File: src/inc/suc_pkg.sv
// Constants and types for the sync and update control register bank
package suc_pkg;
  localparam int          ADDR_W          = 10;
  localparam int          DATA_W          = 8;
  localparam logic [9:0]  ADDR_SYS_CTRL   = 10'h230;
  localparam logic [9:0]  ADDR_UPDATE     = 10'h232;
  localparam int          BIT_SYNC_PD     = 2;
  localparam int          BIT_DIST_REF_PD = 1;
  localparam int          BIT_SOFT_SYNC   = 0;
  localparam int          BIT_UPDATE      = 0;
  localparam logic [2:0]  SYS_CTRL_RESET  = 3'h0;
  localparam int          SYS_CTRL_W      = 3;
  localparam logic        PIN_IDLE        = 1'b1;
  localparam logic [7:0]  READ_ZERO       = 8'h00;
endpackage

File: src/logic/suc_sync_in.sv
// Two-stage synchroniser for the external active-low sync pin
`timescale 1ns/1ps
module suc_sync_in
  import suc_pkg::*;
(
  // Clock and reset
  input  wire logic clk,
  input  wire logic rstn,
  // Pin and synchronised level
  input  wire logic pin_n,
  output logic      level_n
);
  logic stage1;
  logic next_stage1;
  logic next_level_n;

  // Idle level of the pin is high, so reset to high
  always_comb
  begin
    next_stage1  = pin_n;
    next_level_n = stage1;
  end

  // Both stages reset to idle so no false request follows reset
  always_ff @(posedge clk)
  begin
    if (!rstn)
    begin
      stage1  <= PIN_IDLE;
      level_n <= PIN_IDLE;
    end
    else
    begin
      stage1  <= next_stage1;
      level_n <= next_level_n;
    end
  end
endmodule

File: src/logic/suc_top.sv
// Sync power-down and update-all control register bank
//
// Implementation choice: strobed register access.
`timescale 1ns/1ps
module suc_top
  import suc_pkg::*;
(
  // Clock and reset
  input  wire logic                       clk,
  input  wire logic                       rstn,
  // Register port
  input  wire logic [suc_pkg::ADDR_W-1:0] addr,
  input  wire logic [suc_pkg::DATA_W-1:0] wdata,
  input  wire logic                       wr,
  input  wire logic                       rd,
  output logic      [suc_pkg::DATA_W-1:0] rdata,
  // External sync pin, active low
  input  wire logic                       sync_pin_n,
  // Controls to the distribution logic
  output logic                            sync_pd,
  output logic                            dist_ref_pd,
  output logic                            sync_hold,
  output logic                            sync_trigger,
  output logic                            update_pulse
);
  import suc_pkg::*;

  // Field positions, widths and addresses all come from the package

  // Control word: sync power-down, reference power-down, soft sync
  logic [SYS_CTRL_W-1:0] sys_ctrl;
  logic [SYS_CTRL_W-1:0] next_sys_ctrl;
  // One-cycle update command
  logic                  update_bit;
  logic                  next_update_bit;
  // Read data for the cycle after a read strobe
  logic [DATA_W-1:0]     next_rdata;
  // Decoded register strobes
  logic                  wr_ctrl;
  logic                  wr_update;
  logic                  rd_ctrl;
  // Sync request, from the pin and from the soft bit
  logic                  pin_level_n;
  logic                  pin_req;
  logic                  soft_req;
  logic                  sync_req;
  // Request history and its registered forms
  logic                  req_prev;
  logic                  next_req_prev;
  logic                  next_sync_hold;
  logic                  next_sync_trigger;
  // Registered power-down levels
  logic                  next_sync_pd;
  logic                  next_dist_ref_pd;
  // Registered update command
  logic                  next_update_pulse;

  // Pin crosses into the register clock before any logic reads it
  suc_sync_in u_sync_in
  (
    .clk     (clk),
    .rstn    (rstn),
    .pin_n   (sync_pin_n),
    .level_n (pin_level_n)
  );

  // Address match used by both the write and read paths
  function automatic logic hit(input logic [ADDR_W-1:0] a,
                               input logic [ADDR_W-1:0] r);
    hit = (a == r);
  endfunction

  // Control field of a write word; bits above it are ignored
  function automatic logic [SYS_CTRL_W-1:0] ctrl_field
  (
    input logic [DATA_W-1:0] w
  );
    ctrl_field = w[SYS_CTRL_W-1:0];
  endfunction

  // Read word of the control register; unused bits read as zero
  function automatic logic [DATA_W-1:0] ctrl_word
  (
    input logic [SYS_CTRL_W-1:0] c
  );
    ctrl_word = {{(DATA_W-SYS_CTRL_W){1'b0}}, c};
  endfunction

  // Release of a request: asserted last cycle, dropped now
  function automatic logic released
  (
    input logic prev,
    input logic cur
  );
    released = prev && !cur;
  endfunction

  // Strobe decode; the master never raises wr and rd together
  always_comb
  begin
    wr_ctrl   = wr && hit(addr, ADDR_SYS_CTRL);
    wr_update = wr && hit(addr, ADDR_UPDATE);
    rd_ctrl   = rd && hit(addr, ADDR_SYS_CTRL);
  end

  // Control word takes the low bits of a write; others are dropped
  always_comb
  begin
    next_sys_ctrl = sys_ctrl;
    if (wr_ctrl)
    begin
      next_sys_ctrl = ctrl_field(wdata);
    end
  end

  // Power-up default has sync and reference running, soft sync off
  always_ff @(posedge clk)
  begin
    if (!rstn)
    begin
      sys_ctrl <= SYS_CTRL_RESET;
    end
    else
    begin
      sys_ctrl <= next_sys_ctrl;
    end
  end

  // Update bit clears on the next cycle, so software never writes 0
  always_comb
  begin
    next_update_bit = 1'b0;
    if (wr_update)
    begin
      next_update_bit = wdata[BIT_UPDATE];
    end
  end

  // Update command register
  always_ff @(posedge clk)
  begin
    if (!rstn)
    begin
      update_bit <= 1'b0;
    end
    else
    begin
      update_bit <= next_update_bit;
    end
  end

  // Only the control word reads back; the update bit reads as zero
  always_comb
  begin
    next_rdata = READ_ZERO;
    if (rd_ctrl)
    begin
      next_rdata = ctrl_word(sys_ctrl);
    end
  end

  // Read data stand for one cycle only, zero otherwise
  always_ff @(posedge clk)
  begin
    if (!rstn)
    begin
      rdata <= READ_ZERO;
    end
    else
    begin
      rdata <= next_rdata;
    end
  end

  // Pin is active low and the soft bit active high; both mean hold
  always_comb
  begin
    pin_req  = !pin_level_n;
    soft_req = sys_ctrl[BIT_SOFT_SYNC];
    sync_req = pin_req || soft_req;
    // A powered-down sync block ignores every request
    if (sys_ctrl[BIT_SYNC_PD])
    begin
      sync_req = 1'b0;
    end
  end

  // History of the request feeds the release detector
  always_comb
  begin
    next_req_prev = sync_req;
  end

  // History resets to idle so that no false release follows reset
  always_ff @(posedge clk)
  begin
    if (!rstn)
    begin
      req_prev <= 1'b0;
    end
    else
    begin
      req_prev <= next_req_prev;
    end
  end

  // Channels stay static for as long as the request stands
  always_comb
  begin
    next_sync_hold = sync_req;
  end

  // Hold level to the distribution logic
  always_ff @(posedge clk)
  begin
    if (!rstn)
    begin
      sync_hold <= 1'b0;
    end
    else
    begin
      sync_hold <= next_sync_hold;
    end
  end

  // Power-down of the sync block while held must not fire a sync
  always_comb
  begin
    next_sync_trigger = 1'b0;
    // Only a live sync block may fire on a release
    if (!sys_ctrl[BIT_SYNC_PD])
    begin
      next_sync_trigger = released(req_prev, sync_req);
    end
  end

  // Trigger is a one-cycle pulse, in the cycle in which hold falls
  always_ff @(posedge clk)
  begin
    if (!rstn)
    begin
      sync_trigger <= 1'b0;
    end
    else
    begin
      sync_trigger <= next_sync_trigger;
    end
  end

  // Sync power-down level goes straight to the distribution logic
  always_comb
  begin
    next_sync_pd = sys_ctrl[BIT_SYNC_PD];
  end

  // Sync power-down output, one cycle behind the control word
  always_ff @(posedge clk)
  begin
    if (!rstn)
    begin
      sync_pd <= 1'b0;
    end
    else
    begin
      sync_pd <= next_sync_pd;
    end
  end

  // Reference power-down level goes straight to the distribution
  always_comb
  begin
    next_dist_ref_pd = sys_ctrl[BIT_DIST_REF_PD];
  end

  // Reference power-down output, one cycle behind the control word
  always_ff @(posedge clk)
  begin
    if (!rstn)
    begin
      dist_ref_pd <= 1'b0;
    end
    else
    begin
      dist_ref_pd <= next_dist_ref_pd;
    end
  end

  // All buffered values move to the active side on this pulse
  always_comb
  begin
    next_update_pulse = update_bit;
  end

  // Update pulse; two writes in a row give two transfers
  always_ff @(posedge clk)
  begin
    if (!rstn)
    begin
      update_pulse <= 1'b0;
    end
    else
    begin
      update_pulse <= next_update_pulse;
    end
  end
endmodule

File: config.mk
export PLATFORM = sky130hd
export DESIGN_NAME = suc_top
export DESIGN_NICKNAME = d
export VERILOG_FILES = /design/src/inc/suc_pkg.sv /design/src/logic/suc_sync_in.sv /design/src/logic/suc_top.sv
export SDC_FILE = /design/constraint.sdc
export NUM_CORES = 1
export LEC_CHECK = 0
export ABC_AREA = 1
export BUFFER_PORTS_ARGS = -buffer_cell sky130_fd_sc_hd__buf_2
export CAP_MARGIN = 20
export CORE_MARGIN = 5
export CORE_UTILIZATION = 44
export CTS_CLUSTER_DIAMETER = 150
export DETAILED_ROUTE_END_ITERATION = 6
export PLACE_DENSITY = 0.81
export SLEW_MARGIN = 20
export SYNTH_ARGS = -nofsm -noshare
export SYNTH_HDL_FRONTEND = slang
export SYNTH_SLANG_ARGS = --single-unit
export TNS_END_PERCENT = 30
File: constraint.sdc
create_clock -name clk -period 1.1 [get_ports clk]
set_input_delay 0.22 -clock clk [delete_from_list [all_inputs] [get_ports clk]]
set_output_delay 0.22 -clock clk [all_outputs]
set_load 0.005 [all_outputs]
### After elaboration in Yosys (flattened, before gate mapping)

Index checks and enable logic that the tools add are counted.

| storage, ports and cells | value |
|---|---|
| register bits | 19 |
| output and inout bits | 13 |
| bits of input ports | 23 |
| word-level logic and storage cells | 25 |

| operators by class | value |
|---|---|
| reductions and logical operators | 10 |
| bitwise operators | 1 |
| muxes and demuxes | 1 |
| equal/unequal tests | 2 |

Operators by type and width:

| kind | number |
|---|---|
| $eq A10 B10 Y1 const B | 2 |
| $logic_and A1 B1 Y1 | 4 |
| $reduce_and A2 Y1 | 2 |
| $logic_not A1 Y1 | 2 |
| $reduce_or A2 Y1 | 1 |
| $logic_or A1 B1 Y1 | 1 |
| $mux W1 | 1 |
| $not A1 Y1 | 1 |

### Depth between registers and ports, before layout

| depth | value |
|---|---|
| depth in word-level cells | 5 |
| gate-level depth with buffers | 7 |
| mapped depth without buffers | 7 |

### Cells and area by module

Synthesis repeated with hierarchy kept, for this count alone.

| unflattened totals | value |
|---|---|
| cells, all modules | 76 |
| area, all modules | 568.0 sq um |

Modules (own cells, without submodules):

| module | times used | cells each | sequential area each (sq um) | area each (sq um) |
|---|---|---|---|---|
| suc_top | 1 | 70 | 240.2 | 513.0 |
| suc_sync_in | 1 | 6 | 40.0 | 55.1 |

### Worst setup path after synthesis

OpenSTA, ideal clock, no wires.

| path | value |
|---|---|
| kind | input-to-reg |
| start | in addr[4] (netlist bit) |
| end | reg sys_ctrl[1] |
| data required time | 987 ps |
| buffers on the path | 0 |
| data arrival time | 687 ps |
| setup slack | 300 ps |
| stages on the path | 7 |
| path through | nand2_1 > inv_1 > nand2_1 > nor2_2 > nand4_1 > nand2_1 > nor2_1 |

| on the way | value |
|---|---|
| longest elaborated chain between the ends | 2 |

Ends and longest elaborated chain:

| item | RTL line | RTL |
|---|---|---|
| from (decl) | suc_top.sv:12 | `input wire logic [suc_pkg::ADDR_W-1:0] addr,` |
| $eq A10 B10 Y1 | suc_top.sv:70 | `hit = (a == r);` |
| $logic_and A1 B1 Y1 | suc_top.sv:101 | `wr_ctrl = wr && hit(addr, ADDR_SYS_CTRL);` |
| to (signal assigned) | suc_top.sv:125 | `sys_ctrl <= next_sys_ctrl;` |
| to (decl) | suc_top.sv:31 | `logic [SYS_CTRL_W-1:0] sys_ctrl;` |

No other way between the ends.
A chain may end at the register's enable or synchronous reset.

### Worst setup path in the final report

| path | value |
|---|---|
| start | reg sync_hold |
| end | out sync_hold |

RTL lines:

| item | RTL line | RTL |
|---|---|---|
| from (decl) | suc_top.sv:22 | `output logic sync_hold,` |
| from (signal assigned) | suc_top.sv:222 | `sync_hold <= next_sync_hold;` |

No word-level cell between the ends.

==> summary.txt <==
STA
  – Final count of negative-setup-slack endpoints: 0
  – Setup skew after layout: 0.00450 ns
  – Hold Violations, Final: 0
  – Setup TNS: 0 ns
  – Highest achievable clock rate: 1070 MHz
  – Final count of pins violating max slew: 0
  – Fin crit period: 0.933 ns
  – Unrepaired setup endpoints after global routing: false
  – Share of the cycle needed by the critical path after routing: 84.8%

Route
  – Detailed route wirelength on metal3: 146 um
  – Remaining number of nets flagged by the antenna check after routing: 0
  – DRC marker count from the first detailed-route iteration: 3
  – Number of detailed-routing iterations run before antenna repair: 4
  – Vias after detailed routing: 518
  – DRC: 0
  – Post-Route WL: 1040 um
  – Uppermost signal routing layer after detailed routing: met3
  – Vias per std cell: 4.47
  – Routed length per placed instance: 8.97 um
  – Met2 routed wirelength: 524 um
  – Met1 routed wirelength after detailed routing: 369 um

Power and ir drop
  – Switching part of the total: 20.9%
  – Static power due to leakage: 0.403 nW
  – Sequential power share: 54.2%
  – Relative contribution of the clock network to total power: 37.3%
  – Fraction of power consumed by combinational cells: 8.4%
  – Total net switching power: 0.198 mW
  – Worst ir drop on vdd: 0.000435 V
  – Ratio of total power to cell area: 1250 nW/um^2
  – Internal cell power: 0.748 mW

Setup path
  – Maximum single-stage delay on the critical path: 0.33 ns
  – Crit end category: output pin
  – Data arrival at the endpoint of the critical path: 0.71 ns
  – Critical-path cell with the highest stage delay: sky130_fd_sc_hd__dfxtp_1
  – Worst Path Buf+Inv: 1
  – Class of the most critical setup path: register to output pin
  – Element type at the critical path start: register
  – Data required time at the worst endpoint: 0.88 ns
  – Crit path max fanout: 2
  – Top cell family by delay on the critical path: flip-flops
  – Critical path, cell by cell: buf_2

Global routing
  – Wire length of the first global-routing pass: 1750 um
  – All-layer global routing usage: 11.4%
  – Leftover overflow at the end of global routing: 0
  – Vias in the first global route: 496
  – Maximum number of pins on one net before global-route repair: 9
  – Antenna violations before repair: 0

Synth
  – Yosys cell types: 18
  – Mapped Cells: 74
  – Synth area leader: sky130_fd_sc_hd__dfxtp_1
  – Most area-consuming cells after synthesis: sky130_fd_sc_hd__dfxtp_1, sky130_fd_sc_hd__buf_4, sky130_fd_sc_hd__inv_1
  – Number of synthesized register bits: 14
  – Syn avg cell area: 8.22 um^2
  – Combined area of all synthesized cells: 608 um^2
  – Area fraction of the dominant cell type after synthesis: 46.1%
  – Part of the Yosys area used for sequential elements: 46.1%
  – Yosys warns: 0

Clock tree
  – TritonCTS clock tree: built
  – Max H-tree Level: 1
  – Resize count post-CTS: 0
  – Count of clock tree sinks: 14
  – Clock insertion delay at the later pin of the skew report: 0.27 ns
  – Number of clock buffers inserted by TritonCTS: 3
  – Root buffer selected by CTS: sky130_fd_sc_hd__clkbuf_4
  – Total setup buffers inserted after CTS: 0
  – Post-CTS clock slew at the launch and capture registers of the worst setup and hold paths: 0.08 ns
  – Quantity of hold-fixing buffers added after cts: 0
  – Longest Clk Path Bufs: 2

Status
  – Result of the run: completed

Final layout
  – Layout net count: 125
  – Ant diodes: 0
  – Fillcell total: 133
  – Fraction of layout cells with a size suffix above 1: 41.6%
  – Synth-to-layout area growth: 24.7%
  – Count of non-filler cells in the finished layout: 116

Die
  – Die W: 47.2 um
  – Die ar.: 2230 um^2
  – Placeable core region: 1300 um^2
  – Total number of placement rows: 13
  – Die span in y: 47.2 um
  – Boundary pin count: 36
  – Initial Util: 46.7%

Placed design
  – Final weighted congestion of routability-driven global placement: 0.773
  – Detailed placer's ending HPWL: 899 um
  – # port buffers: 25
  – Placed Cells: 112

Hold path
  – Path type of the worst min-delay path: input port to register

Run
  – Reported max-cap violation count: 0
final timing paths:
kind / endpoint / start / depth (start not counted) / slack, ns
max: sync_hold / sync_hold / 1 / 0.17
min: u_sync_in.next_level_n / sync_pin_n / 2 / 0.12
max reg2reg: u_sync_in.level_n / u_sync_in.next_level_n / 1 / 0.42
min reg2reg: update_pulse / next_update_pulse / 2 / 0.42
state kept, by name (all words and copies together) (netlist names):
signal	cells
update_pulse	1
next_update_pulse	1
sync_pd	1
sync_hold	1
sys_ctrl	3
sync_trigger	1
dist_ref_pd	1
u_sync_in.next_level_n	1
u_sync_in.level_n	1
rdata	3
cell usage in the layout (no fill, tap or decap):
| master | netlist | routed |
|---|---|---|
| sky130_fd_sc_hd__conb_1 | 1 | 5 |
| sky130_fd_sc_hd__inv_1 | 12 | 12 |
| sky130_fd_sc_hd__nor4_1 | 1 | 1 |
| sky130_fd_sc_hd__nor2_2 | 7 | 7 |
| sky130_fd_sc_hd__clkbuf_8 | 0 | 1 |
| sky130_fd_sc_hd__nand3_2 | 1 | 1 |
| sky130_fd_sc_hd__a21oi_1 | 1 | 1 |
| sky130_fd_sc_hd__inv_2 | 1 | 1 |
| sky130_fd_sc_hd__or2_1 | 1 | 1 |
| sky130_fd_sc_hd__dfxtp_1 | 14 | 14 |
| sky130_fd_sc_hd__buf_2 | 0 | 25 |
| sky130_fd_sc_hd__nand4_1 | 4 | 4 |
| sky130_fd_sc_hd__clkbuf_4 | 0 | 3 |
| sky130_fd_sc_hd__nand3b_4 | 1 | 1 |
| sky130_fd_sc_hd__nor2_4 | 2 | 2 |
| sky130_fd_sc_hd__nand3_1 | 2 | 2 |
| sky130_fd_sc_hd__nor2_1 | 8 | 8 |
| sky130_fd_sc_hd__or2_2 | 1 | 1 |
| sky130_fd_sc_hd__nand2_1 | 10 | 10 |
| sky130_fd_sc_hd__nand3b_1 | 1 | 1 |
through the flow:
stage	util [%]	setup WS, ns	power [mW]	hold slack (ns)	cell area [um^2]
final	58.3	0.167	0.946	0.120	758
after global routing	58.3	0.132	0.995	0.115	758
after CTS	58.3	0.149	0.960	0.109	758
after detailed placement	55.5	0.100	0.604	0.401	722
after global placement	55.5	0.139	0.602	0.397	722
after floorplan	-	0.300	0.577	0.320	623
cells in the mapped netlist (all sizes together):
cell	count
a21oi	1
buf	6
conb	1
dfxtp	14
inv	13
nand2	10
nand3	3
nand3b	2
nand4	4
nor2	17
nor4	1
or2	2
layout make-up:
cell class                      count  area (um^2)  area share (%)
Sequential cell                    14          280            37.0
Multi-Input combinational cell     45          249            32.8
Timing Repair Buffer               25          125            16.5
Inverter                           13         48.8            6.44
Clock buffer                        4         36.3            4.79
Tap cell                           15         18.8            2.48
power by group through the flow:
| stage | clock network (mW) | registers, mW | logic (mW) |
|---|---|---|---|
| after global routing | 0.390 | 0.514 | 0.0910 |
| after CTS | 0.368 | 0.513 | 0.0796 |
| after detailed placement | 0 | 0.525 | 0.0795 |
| after floorplan | 0 | 0.525 | 0.0521 |
| final | 0.353 | 0.513 | 0.0799 |
| after global placement | 0 | 0.525 | 0.0772 |
kinds of logic after synthesis:
family	share of synthesized area, %
flops	46.1
buf+inv	15.4
other cells	0.617
compound gates	0.822
simple gates	37.0
layer usage:
layer	vias up	global-route usage [%]
met3	0	3.83
met5	-	0
met2	28	20.3
met1	223	11.5
met4	0	6.63
li1	267	-
(Power assumes the default switching activity.)
